`src/srtu_params.svh`:
```
`ifndef SRTU_PARAMS_SVH
`define SRTU_PARAMS_SVH
`define SRTU_CLK_HZ 100000000
`define SRTU_DIV(baud) (17'(`SRTU_CLK_HZ / (baud)))
`define SRTU_GAP_BITS 39
`define SRTU_BOOT_US 10
`define SRTU_BOOT_CYC (`SRTU_BOOT_US * (`SRTU_CLK_HZ / 1000000))
`define SRTU_TMO_MS 1000
`define SRTU_TMO_CYC (`SRTU_TMO_MS * (`SRTU_CLK_HZ / 1000))
`define SRTU_OFS_CTRL 8'h00
`define SRTU_OFS_STAT 8'h04
`define SRTU_OFS_IRQ 8'h08
`define SRTU_OFS_MASK 8'h0c
`define SRTU_OFS_BANK 8'h10
`define SRTU_CTRL_REBOOT 0
`define SRTU_CTRL_BAUD 3:1
`define SRTU_BAUD_RST 3'h4
`define SRTU_EV_OK 0
`define SRTU_EV_BAD 1
`define SRTU_EV_TMO 2
`define SRTU_EV_TX 3
`define SRTU_MAX_ADDR 8'h7f
`define SRTU_MAX_Q 8'h7d
`define SRTU_FC_RD 8'h03
`define SRTU_FC_WR1 8'h06
`define SRTU_FC_WRN 8'h10
`define SRTU_FC_MASK 8'h16
`define SRTU_FC_RW 8'h17
`define SRTU_FC_ID 8'h2b
`define SRTU_MEI_ID 8'h0e
`define SRTU_ID_LEN 9'd22
`endif

```
`src/srtu_pkg.sv`:
```
package srtu_pkg;
    typedef enum logic [3:0] {
        ST_BOOT = 4'b0001,
        ST_UNCONF = 4'b0010,
        ST_CONFIG = 4'b0100,
        ST_CTRL = 4'b1000
    } srtu_op_t;
    typedef logic [7:0] srtu_byte_t;
endpackage

```
`src/srtu_frontend.sv`:
```
`timescale 1ns/100ps
`include "srtu_params.svh"
module srtu_frontend import srtu_pkg::*; #(
    parameter int TMO_CYC = `SRTU_TMO_CYC,
    parameter logic [31:0] MAKER = 32'h4e_4f_4e_45, // arbitrary value
    parameter logic [15:0] ITEM = 16'h0a5a, // arbitrary value
    parameter logic [15:0] VERSION = 16'h0100 // arbitrary value
) (
    input wire logic clock,
    input wire logic rst_n,
    input wire logic [7:0] s_axi_awaddr,
    input wire logic s_axi_awvalid,
    output logic s_axi_awready,
    input wire logic [31:0] s_axi_wdata,
    input wire logic [3:0] s_axi_wstrb,
    input wire logic s_axi_wvalid,
    output logic s_axi_wready,
    output logic [1:0] s_axi_bresp,
    output logic s_axi_bvalid,
    input wire logic s_axi_bready,
    input wire logic [7:0] s_axi_araddr,
    input wire logic s_axi_arvalid,
    output logic s_axi_arready,
    output logic [31:0] s_axi_rdata,
    output logic [1:0] s_axi_rresp,
    output logic s_axi_rvalid,
    input wire logic s_axi_rready,
    input wire logic line_rx,
    output logic line_tx,
    output logic line_tx_en,
    input wire logic [3:0] address_high_digit_switch,
    input wire logic [3:0] address_low_digit_switch,
    output logic irq,
    output logic exp_bus_active,
    output logic [15:0] exp_out_value,
    output logic [3:0] op_state
);

    logic [2:0] rx_s_q;
    logic [7:0] sw1_q, sw2_q, sw3_q, sw_q, sw_d;
    logic rx_lvl_q, rx_lvl_d;
    logic [3:0] ctrl_baud_q, irq_st_q, irq_mk_q;
    logic [2:0] baud_sel;
    logic [16:0] div;
    logic [7:0] my_addr;
    logic addr_ok;
    srtu_op_t op_q, op_d;
    logic [15:0] bank_q [4];
    logic [15:0] bank_d [4];
    logic reboot, ax_wr;
    logic [7:0] ax_wa;
    logic [31:0] ax_wd;
    logic [15:0] ax_wm;

    function automatic logic [15:0] crc_upd(input logic [15:0] c, input logic [7:0] b);
        logic [15:0] r;
        r = c ^ {8'h00, b};
        for (int k = 0; k < 8; k++) begin
            r = r[0] ? ((r >> 1) ^ 16'ha001) : (r >> 1);
        end
        return r;
    endfunction

    // pin synchronisers: a change counts once stages two and three agree
    always_comb begin
        rx_lvl_d = (rx_s_q[1] == rx_s_q[2]) ? rx_s_q[2] : rx_lvl_q;
        sw_d = (sw2_q == sw3_q) ? sw3_q : sw_q;
    end
    always_ff @(posedge clock or negedge rst_n) begin
        if (!rst_n) begin
            rx_s_q <= 3'h7;
            rx_lvl_q <= 1'b1;
            sw1_q <= 8'h00;
            sw2_q <= 8'h00;
            sw3_q <= 8'h00;
            sw_q <= 8'h00;
        end else begin
            rx_s_q <= {rx_s_q[1:0], line_rx};
            rx_lvl_q <= rx_lvl_d;
            sw1_q <= {address_high_digit_switch, address_low_digit_switch};
            sw2_q <= sw1_q;
            sw3_q <= sw2_q;
            sw_q <= sw_d;
        end
    end

    // address from the switches; line speed from the control register, default speed while the switches read zero
    always_comb begin
        my_addr = 8'({4'h0, sw_q[7:4]} * 8'd10) + {4'h0, sw_q[3:0]};
        addr_ok = (my_addr != 8'h00) && (my_addr <= `SRTU_MAX_ADDR);
        baud_sel = (sw_q == 8'h00) ? `SRTU_BAUD_RST : ctrl_baud_q[2:0];
        case (baud_sel)
            3'h0: div = `SRTU_DIV(1200);
            3'h1: div = `SRTU_DIV(2400);
            3'h2: div = `SRTU_DIV(4800);
            3'h3: div = `SRTU_DIV(9600);
            3'h4: div = `SRTU_DIV(19200);
            3'h5: div = `SRTU_DIV(38400);
            3'h6: div = `SRTU_DIV(57600);
            default: div = `SRTU_DIV(115200);
        endcase
    end

    // receiver: start, 8 data, even parity, stop
    logic rx_on_q, rx_on_d, rx_stb_q, rx_stb_d, rx_perr_q, rx_perr_d, tx_en_q;
    logic [16:0] rx_cnt_q, rx_cnt_d;
    logic [3:0] rx_bit_q, rx_bit_d;
    logic [9:0] rx_sh_q, rx_sh_d;
    logic [7:0] rx_byte_q, rx_byte_d;
    always_comb begin
        rx_on_d = rx_on_q;
        rx_cnt_d = rx_cnt_q;
        rx_bit_d = rx_bit_q;
        rx_sh_d = rx_sh_q;
        rx_stb_d = 1'b0;
        rx_byte_d = rx_byte_q;
        rx_perr_d = rx_perr_q;
        if (!rx_on_q) begin
            if (!rx_lvl_q && !tx_en_q) begin
                rx_on_d = 1'b1;
                rx_cnt_d = {1'b0, div[16:1]};
                rx_bit_d = 4'h0;
            end
        end else if (rx_cnt_q != 17'h0) begin
            rx_cnt_d = rx_cnt_q - 17'h1;
        end else begin
            rx_cnt_d = div - 17'h1;
            rx_bit_d = rx_bit_q + 4'h1;
            rx_sh_d = {rx_lvl_q, rx_sh_q[9:1]};
            if (rx_bit_q == 4'h0 && rx_lvl_q) rx_on_d = 1'b0; // glitch, not a start
            if (rx_bit_q == 4'ha) begin
                rx_on_d = 1'b0;
                rx_stb_d = 1'b1;
                rx_byte_d = rx_sh_q[8:1];
                rx_perr_d = (^rx_sh_q[9:1]) | !rx_lvl_q;
            end
        end
    end
    always_ff @(posedge clock or negedge rst_n) begin
        if (!rst_n) begin
            rx_on_q <= 1'b0;
            rx_cnt_q <= 17'h0;
            rx_bit_q <= 4'h0;
            rx_sh_q <= 10'h0;
            rx_stb_q <= 1'b0;
            rx_byte_q <= 8'h00;
            rx_perr_q <= 1'b0;
        end else begin
            rx_on_q <= rx_on_d;
            rx_cnt_q <= rx_cnt_d;
            rx_bit_q <= rx_bit_d;
            rx_sh_q <= rx_sh_d;
            rx_stb_q <= rx_stb_d;
            rx_byte_q <= rx_byte_d;
            rx_perr_q <= rx_perr_d;
        end
    end

    // frame assembly, checks and execution against the holding bank
    logic [8:0] idx_q, idx_d;
    logic [15:0] crc_q, crc_d;
    logic err_q, err_d, fend, good, ok, exec, reply, ev_bad;
    logic [23:0] gap_q, gap_d;
    logic [8:0] len_q, len_d;
    srtu_byte_t buf_q [16];
    srtu_byte_t buf_d [16];
    srtu_byte_t fc;
    logic [1:0] bi;
    always_comb begin
        idx_d = idx_q;
        crc_d = crc_q;
        err_d = err_q;
        buf_d = buf_q;
        bank_d = bank_q;
        len_d = len_q;
        ok = 1'b0;
        fc = buf_q[1];
        gap_d = (rx_on_q || rx_stb_q || tx_en_q) ? 24'h0 : gap_q + 24'h1;
        fend = (idx_q != 9'h0) && (gap_q == 24'(div * `SRTU_GAP_BITS));
        good = fend && !err_q && crc_q == 16'h0 && idx_q >= 9'd4;
        case (fc)
            `SRTU_FC_RD, `SRTU_FC_RW: begin
                ok = buf_q[4] == 8'h00 && buf_q[5] != 8'h00 && buf_q[5] <= `SRTU_MAX_Q;
                len_d = 9'd3 + {buf_q[5], 1'b0};
            end
            `SRTU_FC_WR1, `SRTU_FC_WRN: begin
                ok = 1'b1;
                len_d = 9'd6;
            end
            `SRTU_FC_MASK: begin
                ok = 1'b1;
                len_d = 9'd8;
            end
            `SRTU_FC_ID: begin
                ok = buf_q[2] == `SRTU_MEI_ID;
                len_d = `SRTU_ID_LEN;
            end
            default: ok = 1'b0;
        endcase
        exec = good && ok && op_q != ST_BOOT
            && ((buf_q[0] == my_addr && addr_ok) || buf_q[0] == 8'h00);
        reply = exec && buf_q[0] != 8'h00;
        ev_bad = fend && !good;
        if (!exec) len_d = len_q;
        if (rx_stb_q) begin
            if (idx_q < 9'd16) buf_d[idx_q[3:0]] = rx_byte_q;
            idx_d = (idx_q == 9'h1ff) ? idx_q : idx_q + 9'h1;
            crc_d = crc_upd(crc_q, rx_byte_q);
            err_d = err_q | rx_perr_q | (idx_q >= 9'd256);
        end
        if (fend) begin
            idx_d = 9'h0;
            crc_d = 16'hffff;
            err_d = 1'b0;
        end
        for (int k = 0; k < 4; k++) begin
            bi = 2'(k);
            if (ax_wr && ax_wa == `SRTU_OFS_BANK + 8'(4 * k))
                bank_d[k] = (bank_q[k] & ~ax_wm) | (ax_wd[15:0] & ax_wm);
            if (exec) begin
                if (fc == `SRTU_FC_WR1 && buf_q[3][1:0] == bi)
                    bank_d[k] = {buf_q[4], buf_q[5]};
                if (fc == `SRTU_FC_MASK && buf_q[3][1:0] == bi)
                    bank_d[k] = (bank_q[k] & {buf_q[4], buf_q[5]})
                        | ({buf_q[6], buf_q[7]} & ~{buf_q[4], buf_q[5]});
                if (fc == `SRTU_FC_WRN && 2'(bi - buf_q[3][1:0]) < buf_q[5])
                    bank_d[k] = {buf_q[7 + 2 * (2'(bi - buf_q[3][1:0]))],
                        buf_q[8 + 2 * (2'(bi - buf_q[3][1:0]))]};
                if (fc == `SRTU_FC_RW && 2'(bi - buf_q[7][1:0]) < buf_q[9]
                        && 2'(bi - buf_q[7][1:0]) < 2'h2)
                    bank_d[k] = {buf_q[11 + 2 * (1'(bi - buf_q[7][1:0]))],
                        buf_q[12 + 2 * (1'(bi - buf_q[7][1:0]))]};
            end
            if (reboot) bank_d[k] = 16'h0;
        end
    end
    always_ff @(posedge clock or negedge rst_n) begin
        if (!rst_n) begin
            idx_q <= 9'h0;
            crc_q <= 16'hffff;
            err_q <= 1'b0;
            gap_q <= 24'h0;
            len_q <= 9'h0;
            buf_q <= '{default: 8'h00};
            bank_q <= '{default: 16'h0};
        end else begin
            idx_q <= idx_d;
            crc_q <= crc_d;
            err_q <= err_d;
            gap_q <= gap_d;
            len_q <= len_d;
            buf_q <= buf_d;
            bank_q <= bank_d;
        end
    end

    // reply generator: one byte per index
    logic [8:0] tx_i_q, tx_i_d;
    logic [7:0] gb, tb, j;
    always_comb begin
        j = tx_i_q[7:0] - 8'd3;
        gb = 8'h00;
        case (fc)
            `SRTU_FC_RD, `SRTU_FC_RW: begin
                if (tx_i_q == 9'd0) gb = buf_q[0];
                else if (tx_i_q == 9'd1) gb = fc;
                else if (tx_i_q == 9'd2) gb = {buf_q[5][6:0], 1'b0};
                else if (j[0]) gb = bank_q[2'(buf_q[3][1:0] + j[2:1])][7:0];
                else gb = bank_q[2'(buf_q[3][1:0] + j[2:1])][15:8];
            end
            `SRTU_FC_ID: begin
                case (tx_i_q[4:0])
                    5'd0: gb = buf_q[0];
                    5'd1: gb = fc;
                    5'd2: gb = `SRTU_MEI_ID;
                    5'd3, 5'd4, 5'd14: gb = 8'h01;
                    5'd7: gb = 8'h03;
                    5'd9: gb = 8'h04;
                    5'd10: gb = MAKER[31:24];
                    5'd11: gb = MAKER[23:16];
                    5'd12: gb = MAKER[15:8];
                    5'd13: gb = MAKER[7:0];
                    5'd15, 5'd18, 5'd19: gb = 8'h02;
                    5'd16: gb = ITEM[15:8];
                    5'd17: gb = ITEM[7:0];
                    5'd20: gb = VERSION[15:8];
                    5'd21: gb = VERSION[7:0];
                    default: gb = 8'h00;
                endcase
            end
            default: gb = buf_q[tx_i_q[2:0]];
        endcase
    end

    // transmitter, driver enabled for the whole reply
    logic tx_en_d, tx_q, tx_d, ev_tx;
    logic [16:0] tx_cnt_q, tx_cnt_d;
    logic [3:0] tx_bit_q, tx_bit_d;
    logic [10:0] tx_sh_q, tx_sh_d;
    logic [15:0] tx_crc_q, tx_crc_d;
    always_comb begin
        tx_en_d = tx_en_q;
        tx_i_d = tx_i_q;
        tx_cnt_d = tx_cnt_q;
        tx_bit_d = tx_bit_q;
        tx_sh_d = tx_sh_q;
        tx_crc_d = tx_crc_q;
        ev_tx = 1'b0;
        tb = (tx_i_q < len_q) ? gb : (tx_i_q == len_q) ? tx_crc_q[7:0] : tx_crc_q[15:8];
        if (!tx_en_q) begin
            if (reply) begin
                tx_en_d = 1'b1;
                tx_i_d = 9'h0;
                tx_bit_d = 4'h0;
                tx_crc_d = 16'hffff;
            end
        end else if (tx_bit_q == 4'h0) begin
            if (tx_i_q == len_q + 9'd2) begin
                tx_en_d = 1'b0;
                ev_tx = 1'b1;
            end else begin
                tx_sh_d = {1'b1, ^tb, tb, 1'b0};
                tx_bit_d = 4'd11;
                tx_cnt_d = div - 17'h1;
                tx_i_d = tx_i_q + 9'h1;
                if (tx_i_q < len_q) tx_crc_d = crc_upd(tx_crc_q, tb);
            end
        end else if (tx_cnt_q != 17'h0) begin
            tx_cnt_d = tx_cnt_q - 17'h1;
        end else begin
            tx_sh_d = {1'b1, tx_sh_q[10:1]};
            tx_bit_d = tx_bit_q - 4'h1;
            tx_cnt_d = div - 17'h1;
        end
        tx_d = tx_en_q ? tx_sh_q[0] : 1'b1;
    end
    always_ff @(posedge clock or negedge rst_n) begin
        if (!rst_n) begin
            tx_en_q <= 1'b0;
            tx_i_q <= 9'h0;
            tx_cnt_q <= 17'h0;
            tx_bit_q <= 4'h0;
            tx_sh_q <= 11'h7ff;
            tx_crc_q <= 16'hffff;
            tx_q <= 1'b1;
        end else begin
            tx_en_q <= tx_en_d;
            tx_i_q <= tx_i_d;
            tx_cnt_q <= tx_cnt_d;
            tx_bit_q <= tx_bit_d;
            tx_sh_q <= tx_sh_d;
            tx_crc_q <= tx_crc_d;
            tx_q <= tx_d;
        end
    end

    // operating states
    logic [15:0] boot_q, boot_d;
    logic [31:0] tmo_q, tmo_d;
    logic ev_tmo;
    always_comb begin
        op_d = op_q;
        boot_d = (op_q == ST_BOOT && !reboot) ? boot_q + 16'h1 : 16'h0; // full boot again
        tmo_d = (op_q == ST_CTRL && !exec) ? tmo_q + 32'h1 : 32'h0;
        ev_tmo = 1'b0;
        case (op_q)
            ST_BOOT: if (boot_q == 16'(`SRTU_BOOT_CYC - 1)) op_d = ST_UNCONF;
            ST_UNCONF: if (exec && (fc == `SRTU_FC_WRN || fc == `SRTU_FC_WR1
                    || fc == `SRTU_FC_MASK)) op_d = ST_CONFIG;
            ST_CONFIG: if (exec && (fc == `SRTU_FC_RD || fc == `SRTU_FC_RW))
                    op_d = ST_CTRL;
            ST_CTRL: begin
                if (exec && fc == `SRTU_FC_WRN) op_d = ST_CONFIG;
                else if (tmo_q == 32'(TMO_CYC - 1)) begin
                    op_d = ST_UNCONF;
                    ev_tmo = 1'b1;
                end
            end
            default: op_d = ST_BOOT;
        endcase
        if (reboot) op_d = ST_BOOT;
    end
    always_ff @(posedge clock or negedge rst_n) begin
        if (!rst_n) begin
            op_q <= ST_BOOT;
            boot_q <= 16'h0;
            tmo_q <= 32'h0;
            exp_out_value <= 16'h0;
            exp_bus_active <= 1'b0;
        end else begin
            op_q <= op_d;
            boot_q <= boot_d;
            tmo_q <= tmo_d;
            exp_out_value <= (op_q == ST_CTRL) ? bank_q[0] : 16'h0;
            exp_bus_active <= op_q == ST_CTRL;
        end
    end

    // register slave, write and read channels
    logic aw_f_q, aw_f_d, w_f_q, w_f_d, bv_d, rv_d, awr_d, wr_d, arr_d;
    logic [1:0] br_d, rr_d;
    logic [31:0] rd_d, ax_wd_q;
    logic [7:0] ax_wa_q;
    logic [3:0] ax_ws_q, baud_d, st_d, mk_d;
    always_comb begin
        aw_f_d = aw_f_q | (s_axi_awvalid & s_axi_awready);
        w_f_d = w_f_q | (s_axi_wvalid & s_axi_wready);
        ax_wr = aw_f_q && w_f_q && !s_axi_bvalid;
        ax_wa = ax_wa_q;
        ax_wd = ax_wd_q;
        ax_wm = {{8{ax_ws_q[1]}}, {8{ax_ws_q[0]}}};
        bv_d = s_axi_bvalid & ~s_axi_bready;
        br_d = s_axi_bresp;
        reboot = ax_wr && ax_wa == `SRTU_OFS_CTRL && ax_ws_q[0] && ax_wd[`SRTU_CTRL_REBOOT];
        baud_d = ctrl_baud_q;
        st_d = irq_st_q;
        mk_d = irq_mk_q;
        if (ax_wr) begin
            aw_f_d = 1'b0;
            w_f_d = 1'b0;
            bv_d = 1'b1;
            br_d = (ax_wa[7:5] != 3'h0 || ax_wa[1:0] != 2'h0 || ax_wa == `SRTU_OFS_STAT)
                ? 2'b10 : 2'b00;
            if (ax_ws_q[0] && ax_wa == `SRTU_OFS_CTRL) baud_d = {1'b0, ax_wd[`SRTU_CTRL_BAUD]};
            if (ax_ws_q[0] && ax_wa == `SRTU_OFS_IRQ) st_d = irq_st_q & ~ax_wd[3:0];
            if (ax_ws_q[0] && ax_wa == `SRTU_OFS_MASK) mk_d = ax_wd[3:0];
        end
        st_d = st_d | {ev_tx, ev_tmo, ev_bad, exec}; // set wins over clear
        awr_d = !aw_f_d && !bv_d;
        wr_d = !w_f_d && !bv_d;
        rv_d = s_axi_rvalid & ~s_axi_rready;
        rd_d = s_axi_rdata;
        rr_d = s_axi_rresp;
        if (s_axi_arvalid && s_axi_arready) begin
            rv_d = 1'b1;
            rr_d = 2'b00;
            case (s_axi_araddr)
                `SRTU_OFS_CTRL: rd_d = {28'h0, ctrl_baud_q[2:0], 1'b0};
                `SRTU_OFS_STAT: rd_d = {16'h0, baud_sel, addr_ok, my_addr, op_q};
                `SRTU_OFS_IRQ: rd_d = {28'h0, irq_st_q};
                `SRTU_OFS_MASK: rd_d = {28'h0, irq_mk_q};
                `SRTU_OFS_BANK: rd_d = {16'h0, bank_q[0]};
                8'h14: rd_d = {16'h0, bank_q[1]};
                8'h18: rd_d = {16'h0, bank_q[2]};
                8'h1c: rd_d = {16'h0, bank_q[3]};
                default: begin
                    rd_d = 32'h0;
                    rr_d = 2'b10;
                end
            endcase
        end
        arr_d = !rv_d;
    end
    always_ff @(posedge clock or negedge rst_n) begin
        if (!rst_n) begin
            aw_f_q <= 1'b0;
            w_f_q <= 1'b0;
            ax_wa_q <= 8'h00;
            ax_wd_q <= 32'h0;
            ax_ws_q <= 4'h0;
            s_axi_awready <= 1'b0;
            s_axi_wready <= 1'b0;
            s_axi_bvalid <= 1'b0;
            s_axi_bresp <= 2'b00;
            s_axi_arready <= 1'b0;
            s_axi_rvalid <= 1'b0;
            s_axi_rdata <= 32'h0;
            s_axi_rresp <= 2'b00;
            ctrl_baud_q <= {1'b0, `SRTU_BAUD_RST};
            irq_st_q <= 4'h0;
            irq_mk_q <= 4'h0;
            irq <= 1'b0;
        end else begin
            aw_f_q <= aw_f_d;
            w_f_q <= w_f_d;
            if (s_axi_awvalid && s_axi_awready) ax_wa_q <= s_axi_awaddr;
            if (s_axi_wvalid && s_axi_wready) ax_wd_q <= s_axi_wdata;
            if (s_axi_wvalid && s_axi_wready) ax_ws_q <= s_axi_wstrb;
            s_axi_awready <= awr_d;
            s_axi_wready <= wr_d;
            s_axi_bvalid <= bv_d;
            s_axi_bresp <= br_d;
            s_axi_arready <= arr_d;
            s_axi_rvalid <= rv_d;
            s_axi_rdata <= rd_d;
            s_axi_rresp <= rr_d;
            ctrl_baud_q <= baud_d;
            irq_st_q <= st_d;
            irq_mk_q <= mk_d;
            irq <= |(st_d & mk_d);
        end
    end

    assign line_tx = tx_q;
    assign line_tx_en = tx_en_q;
    assign op_state = op_q;
endmodule // srtu_frontend

```
`config.mk`:
```
export PLATFORM = sky130hd
export DESIGN_NAME = srtu_frontend
export DESIGN_NICKNAME = d
export VERILOG_FILES = /design/src/srtu_pkg.sv /design/src/srtu_frontend.sv
export VERILOG_INCLUDE_DIRS = /design/src
export SDC_FILE = /design/constraint.sdc
export NUM_CORES = 2
export LEC_CHECK = 0
export ABC_AREA = 1
export BUFFER_PORTS_ARGS = -buffer_cell sky130_fd_sc_hd__buf_2
export CORE_MARGIN = 2
export CORE_UTILIZATION = 58
export DETAILED_ROUTE_END_ITERATION = 6
export GPL_TIMING_DRIVEN = 0
export PLACE_DENSITY = 0.8
export SETUP_SLACK_MARGIN = 0.15
export SLEW_MARGIN = 40
export SYNTH_ARGS = -nofsm -noshare
export SYNTH_HDL_FRONTEND = slang
export SYNTH_SLANG_ARGS = --single-unit
```
`constraint.sdc`:
```
create_clock -name clock -period 5.06 [get_ports clock]
set_input_delay 0 -clock clock [delete_from_list [all_inputs] [get_ports clock]]
set_output_delay 0 -clock clock [all_outputs]
set_load 0.1 [all_outputs]
```
Word level (Yosys, flattened, before mapping)

Cells that the tools add are included.

Divide/modulo/power cells: 0
Equality and inequality tests: 77
Reductions and logical operators: 124
Multipliers: 2
Shifts and indexed selects: 0
Add/sub/neg operators: 39
Magnitude comparators: 38
Mux-type cells: 187
Bitwise operators: 73

Operator list:

| cell                    | number |
|---|---|
| $mux W16                | 55 |
| $bmux W8 S4             | 17 |
| $ge A33 B5 Y1 const B   | 16 |
| $not A5 Y33             | 12 |
| $mux W8                 | 41 |
| $and A16 B16 Y16        | 10 |
| $not A4 Y33             | 4 |
| $bwmux W128             | 1 |
| $or A16 B16 Y16         | 8 |
| $pmux W16 S8            | 1 |
| $pmux W17 S7            | 1 |
| $mux W17                | 6 |
| $pmux W8 S12            | 1 |
| $eq A8 B5 Y1 const B    | 11 |
| $mux W4                 | 18 |
| $lt A2 B8 Y1            | 8 |
| $mux W9                 | 7 |
| $logic_and A1 B1 Y1     | 58 |
| $not A2 Y3              | 17 |
| $sub A17 B1 Y17 const B | 3 |
| $add A4 B2 Y5 const A   | 8 |
| $eq A8 B4 Y1 const B    | 5 |
| $logic_not A8 Y1        | 5 |
| $pmux W9 S4             | 1 |
| other kinds (103)       | 226 |

RAM bits: 0
Latch bits: 0
Memories: 0
Register bits after elaboration: 538
Bits in read-only memories: 0
Output and inout bits: 65

Longest topological paths before layout

Word-level depth: 33
Gate-level depth with buffers: 36
Gate-level depth less buffers: 35

Worst setup path after synthesis

No wires, ideal clock.

Kind: reg2reg
Start point: register sw_q[6]
End point: register len_q[2]
Library setup time: 0.115 ns
Data required time: 4.945 ns
Arrival time: 4.715 ns
Period minus slack after synthesis: 4.830 ns
Stages on the path, launching flop included: 35
Slack: 0.230 ns
Cells stage by stage: dfrtp_1 > nor2_2 > nand2_2 > nor2_4 > nor2_2 > nand2_2 > nor2_1 > inv_1 > nand2_1 > fa_1 > ha_1 > ha_1 > a21oi_1 > xnor2_1 > ha_1 > inv_1 > nor2_1 > nor4_1 > nand3_1 > a21oi_1 > nand3_1 > nor2_1 > nand3_1 > nor2_1 > nand2_1 > nor2_2 > nand2_2 > nor2_8 > nand2_4 > clkinv_2 > buf_6 > buf_6 > nand3_2 > o21ai_2 > inv_2

Word-level cells in the longest chain between the ends: 14
Elaborated cells between the ends (all ways): 28
Classes of those cells: 1 x add/sub; 2 x mul; 1 x order compare; 8 x eq/ne; 2 x mux; 14 x reduce/logical

RTL lines:

| item                                       | RTL line             | source |
|---|---|---|
| start: declaration                         | srtu_frontend.sv:40  | `logic [7:0] sw1_q, sw2_q, sw3_q, sw_q, sw_d;` |
| start signal: assignment                   | srtu_frontend.sv:83  | `sw_q <= sw_d;` |
| $logic_not A8 Y1                           | srtu_frontend.sv:91  | `` baud_sel = (sw_q == 8'h00) ? `SRTU_BAUD_RST : ctrl_baud_q[2:0]; `` |
| $mux W3                                    | srtu_frontend.sv:91  |  |
| $eq A3 B3 Y1, or another cell as far along | srtu_frontend.sv:92  | `case (baud_sel)` |
| $pmux W17 S7                               | srtu_frontend.sv:92  |  |
| $mul A17 B6 Y23 (no source line)           | --                   |  |
| $eq A24 B23 Y1                             | srtu_frontend.sv:179 | `` fend = (idx_q != 9'h0) && (gap_q == 24'(div * `SRTU_GAP_BITS)); `` |
| $logic_and A1 B1 Y1                        | srtu_frontend.sv:179 |  |
| $logic_and A1 B1 Y1 (3 in a row)           | srtu_frontend.sv:180 | `good = fend && !err_q && crc_q == 16'h0 && idx_q >= 9'd4;` |
| $logic_and A1 B1 Y1 (2 in a row)           | srtu_frontend.sv:200 | `exec = good && ok && op_q != ST_BOOT` |
| $logic_and A1 B1 Y1 (*)                    | srtu_frontend.sv:201 | `&& ((buf_q[0] == my_addr && addr_ok) \|\| buf_q[0] == 8'h00);` |
| $reduce_and A2 Y1 (no source line) (*)     | --                   |  |
| end signal: assignment                     | srtu_frontend.sv:251 | `len_q <= len_d;` |
| end: declaration                           | srtu_frontend.sv:164 | `logic [8:0] len_q, len_d;` |

Every way passes the cells marked *; elsewhere a longest branch is shown, timed or not.
A chain may end at the register's enable or synchronous reset.

Worst setup path after layout

Start point: register sw_q[0]
End point: register tx_bit_q[2]

Word-level cells in the longest chain between the ends: 16
Elaborated cells between the ends (all ways): 29
Classes of those cells: 1 x add/sub; 1 x mul; 1 x order compare; 8 x eq/ne; 2 x mux; 16 x reduce/logical

RTL lines:

| item                                       | RTL line             | source |
|---|---|---|
| $logic_not A8 Y1                           | srtu_frontend.sv:91  |  |
| $mux W3                                    | srtu_frontend.sv:91  |  |
| $eq A3 B3 Y1, or another cell as far along | srtu_frontend.sv:92  |  |
| $pmux W17 S7                               | srtu_frontend.sv:92  |  |
| $mul A17 B6 Y23 (no source line)           | --                   |  |
| $eq A24 B23 Y1                             | srtu_frontend.sv:179 |  |
| $logic_and A1 B1 Y1                        | srtu_frontend.sv:179 |  |
| $logic_and A1 B1 Y1 (3 in a row)           | srtu_frontend.sv:180 |  |
| $logic_and A1 B1 Y1 (2 in a row)           | srtu_frontend.sv:200 |  |
| $logic_and A1 B1 Y1 (*)                    | srtu_frontend.sv:201 |  |
| $logic_and A1 B1 Y1 (*)                    | srtu_frontend.sv:202 | `reply = exec && buf_q[0] != 8'h00;` |
| $reduce_bool A2 Y1 (no source line) (*)    | --                   |  |
| $reduce_and A3 Y1 (no source line) (*)     | --                   |  |
| end signal: assignment                     | srtu_frontend.sv:350 | `tx_bit_q <= tx_bit_d;` |
| end: declaration                           | srtu_frontend.sv:298 | `logic [3:0] tx_bit_q, tx_bit_d;` |

Marked as above.

==> run summary <==
die area - 0.0640 mm²
clock share of power - 0.221
Leak - 19.2 nW
power density cells - 468 mW/mm²
CTS tree - done
Die H - 253 µm
slowest stage cell, crit path - dfrtp_2
Reg power frac - 0.249
RSZ-0062 raised after global routing - yes
fin crit share - 1.10
Sw Ratio - 0.446
Hold Slack - 0.0584 ns
Root Buffer - clkbuf_16
Worst Path Required - 5.60 ns
most used cell, CP - nand3_1
Synth area leaders - dfrtp_1 (33%), nand2_1 (13%), o21ai_0 (9.0%)
CP max FO - 6
final setup violation count - 168
die width - 253 µm
Arr. time, crit path - 6.11 ns
Layout area overhead - 17.5%
Async SR Flop Fraction - 1.00
Final Hold Viols - 0
initial antenna violation count - 5
Core ar. - 0.0615 mm²
RePlAce Congestion - 1.12
fin cells - 6298
worst slew pin tran - 0.970 ns
DP HPWL - 111000 µm
final slew viol count - 0
Avg WL per Cell - 24.2 µm
CTS Sinks - 518
Cells after DPL - 6013
yosys warns - 0
Syn Inst Count - 5103
Primary FF master, synth - dfrtp_1
critical path type - reg -> reg
antenna-violating nets left - 0
vias in the first global route - 36671
# IOs - 133
CTS buffer count - 56
Final Skew - 0.0636 ns
Clock Pin Slew Worst Setup and Hold Paths - 0.06 ns
row count - 91
P_sw - 0.00881 W
DRT iter0 DRCs - 6051
Fill cells - 5163
relative slew slack - 0.353
post-synth top area share - 0.327
detailed-router iteration count before antenna repair - 7
Power Internal - 0.0110 W
Critical Path Sink Type - flop
final wirelength - 152000 µm
post-synthesis sequential area ratio - 0.362
via count - 39573
Comb pwr share - 0.530
PortBufs - 96
f_max - 0.180 GHz
largest area contributor in the netlist - dfrtp_1
crit path launch type - flop
run status - finished with violations
total global routing overflow - 0
# DRC - 5
CTS H-Tree Depth - 2
Clock Tree Buf Depth - 3
post-synthesis cell area - 0.0359 mm²
insertion delay of the later-clocked pin in the worst-skew pair - 0.67 ns
Yosys reg bits - 518
Max-Cap Viols - 0
number of synthesized flops with an enable pin - 0
most frequent cells in the layout - nand2_1 (1176), o21ai_0 (630), inv_1 (566), dfrtp_1 (460), nor2_1 (347)
layout cells sized above 1 - 0.123
Starting Density - 0.584
CP peak stage delay - 0.43 ns
worst setup margin - -0.509 ns
total track usage - 0.460
global-route wire length before repair - 222000 µm
via/cell ratio - 6.28
Peak supply drop - 0.867 mV
HP Class - in -> reg
syn avg cell area - 7.04 µm²
final worst path period need - 5.57 ns
NumNets Final - 5657
commonest non-fill, non-tap cell in the layout - nand2_1
failing checks - design-rule violations, negative setup slack
Cell variety after synth - 72
largest net degree at the start of global routing - 80
-- Yosys cell counts (5+ instances only) --
cell	number
nor3_1	77
xor2_1	111
clkbuf_1	181
buf_1	12
a21oi_1	351
mux2_2	9
buf_6	10
nand2_1	1248
inv_1	580
nand3_1	296
inv_2	7
o22ai_1	95
nor2_1	356
nand2_2	10
ha_1	110
o21ai_2	5
o221ai_1	20
a31oi_1	10
clkinv_1	9
nor3_2	8
o211ai_1	78
fa_1	21
a211oi_1	20
mux2i_1	14
o31ai_1	5
buf_2	36
nand4_1	39
nand3b_1	5
buf_4	18
nor3b_1	15
a22oi_1	7
o21bai_1	5
dfrtp_1	469
or2_2	17
o21a_1	6
o21ai_1	7
nor2_2	10
xnor2_1	34
a32o_1	8
o21ai_0	648
dfstp_2	49
nor4_1	34
-- state kept, by name, summed over array words and instances (netlist names), 10 cells and up --
signal         flops
ax_wd             16
s_axi_rdata       16
gap_q             24
boot_q            16
rx_cnt_q          17
exp_out_value     16
tx_cnt_q          17
tmo_q             32
tx_sh_q           10
tx_crc_q          16
bank_q            64
buf_q            120
crc_q             16
-- cells by family after synthesis --
kind of cell	after synthesis	synth area share
other cells	1	0.000104
fa+ha+maj	132	0.0503
buf+inv	854	0.0945
simple gates	2132	0.250
flops	518	0.362
compound gates	1297	0.200
xor+xnor	146	0.0358
mux	23	0.00672
-- final cells by class --
cell class / instances / area, µm² / area share
multi-input cells: 3748 / 20300 / 0.482
flip-flops and latches: 518 / 13000 / 0.309
repair buffers: 280 / 2340 / 0.0553
inverters: 597 / 2280 / 0.0541
clock buffers: 71 / 1540 / 0.0364
plain buffers: 257 / 1310 / 0.0309
well taps: 790 / 988 / 0.0234
clock inverters: 34 / 390 / 0.00924
diodes: 3 / 7.51 / 0.000178
-- through the flow --
step | total power, W | setup TNS [ns] | setup slack, ns | util | instance area, µm²
4_1_cts | 0.0182 | -18.00 | -0.172 | 0.673 | 41400
2_1_floorplan | 0.0104 | 0 | 0.230 | - | 36000
3_3_place_gp | 0.0123 | -3383.11 | -6.57 | 0.609 | 37500
3_5_place_dp | 0.0125 | -175.71 | -1.26 | 0.613 | 37700
5_1_grt | 0.0206 | -105.19 | -0.770 | 0.687 | 42200
6_report | 0.0198 | -64.21 | -0.509 | 0.687 | 42200
-- per-layer routing --
metal	GRT usage	vias to the layer above	routed length [µm]
met1	0.600	18532	57600
li1	-	17660	-
met2	0.677	2773	63800
met5	0	-	13
met4	0.253	2	10100
met3	0.148	606	20600
-- what timing repair did --
item,CTS,global route
resized for setup,149,144
endpoints found under the hold margin,208,0
setup endpoints to repair,169,169
cloned,0,2
pin swaps,38,39
setup buffers,61,31
hold buffers,81,0
-- power groups by stage --
stage / Combinational (W) / Sequential, W / Clock [W]
floorplan: 0.00547 / 0.00492 / 0
global placement: 0.00740 / 0.00494 / 0
finish: 0.0105 / 0.00492 / 0.00437
detailed placement: 0.00755 / 0.00494 / 0
CTS: 0.00896 / 0.00486 / 0.00434
global route: 0.0112 / 0.00491 / 0.00450
-- worst paths after layout --
check | slack (ns) | start | depth (start not counted) | end
max | -0.51 | sw_q[0] | 34 | tx_bit_q[2]
min | 0.06 | s_axi_araddr[0] | 7 | s_axi_rdata[3]
min in group asynchronous | 0.51 | rst_n | 4 | bank_q[41]
min reg2reg | 0.35 | sw1_q[7] | 0 | sw2_q[7]
max reg2reg | -0.51 | sw_q[0] | 34 | tx_bit_q[2]
max in group asynchronous | 3.33 | rst_n | 6 | tx_crc_q[14]
-- worst max-delay path: cells and delay by family, from the launching register on --
family          cells  cell delay (ns)
compound gates      1             0.13
xor+xnor            2             0.43
fa+ha+maj           3             1.04
buf+inv             6             0.74
flops               1             0.43
simple gates       22             2.66
Note: power is estimated with default switching activity, not from simulation.
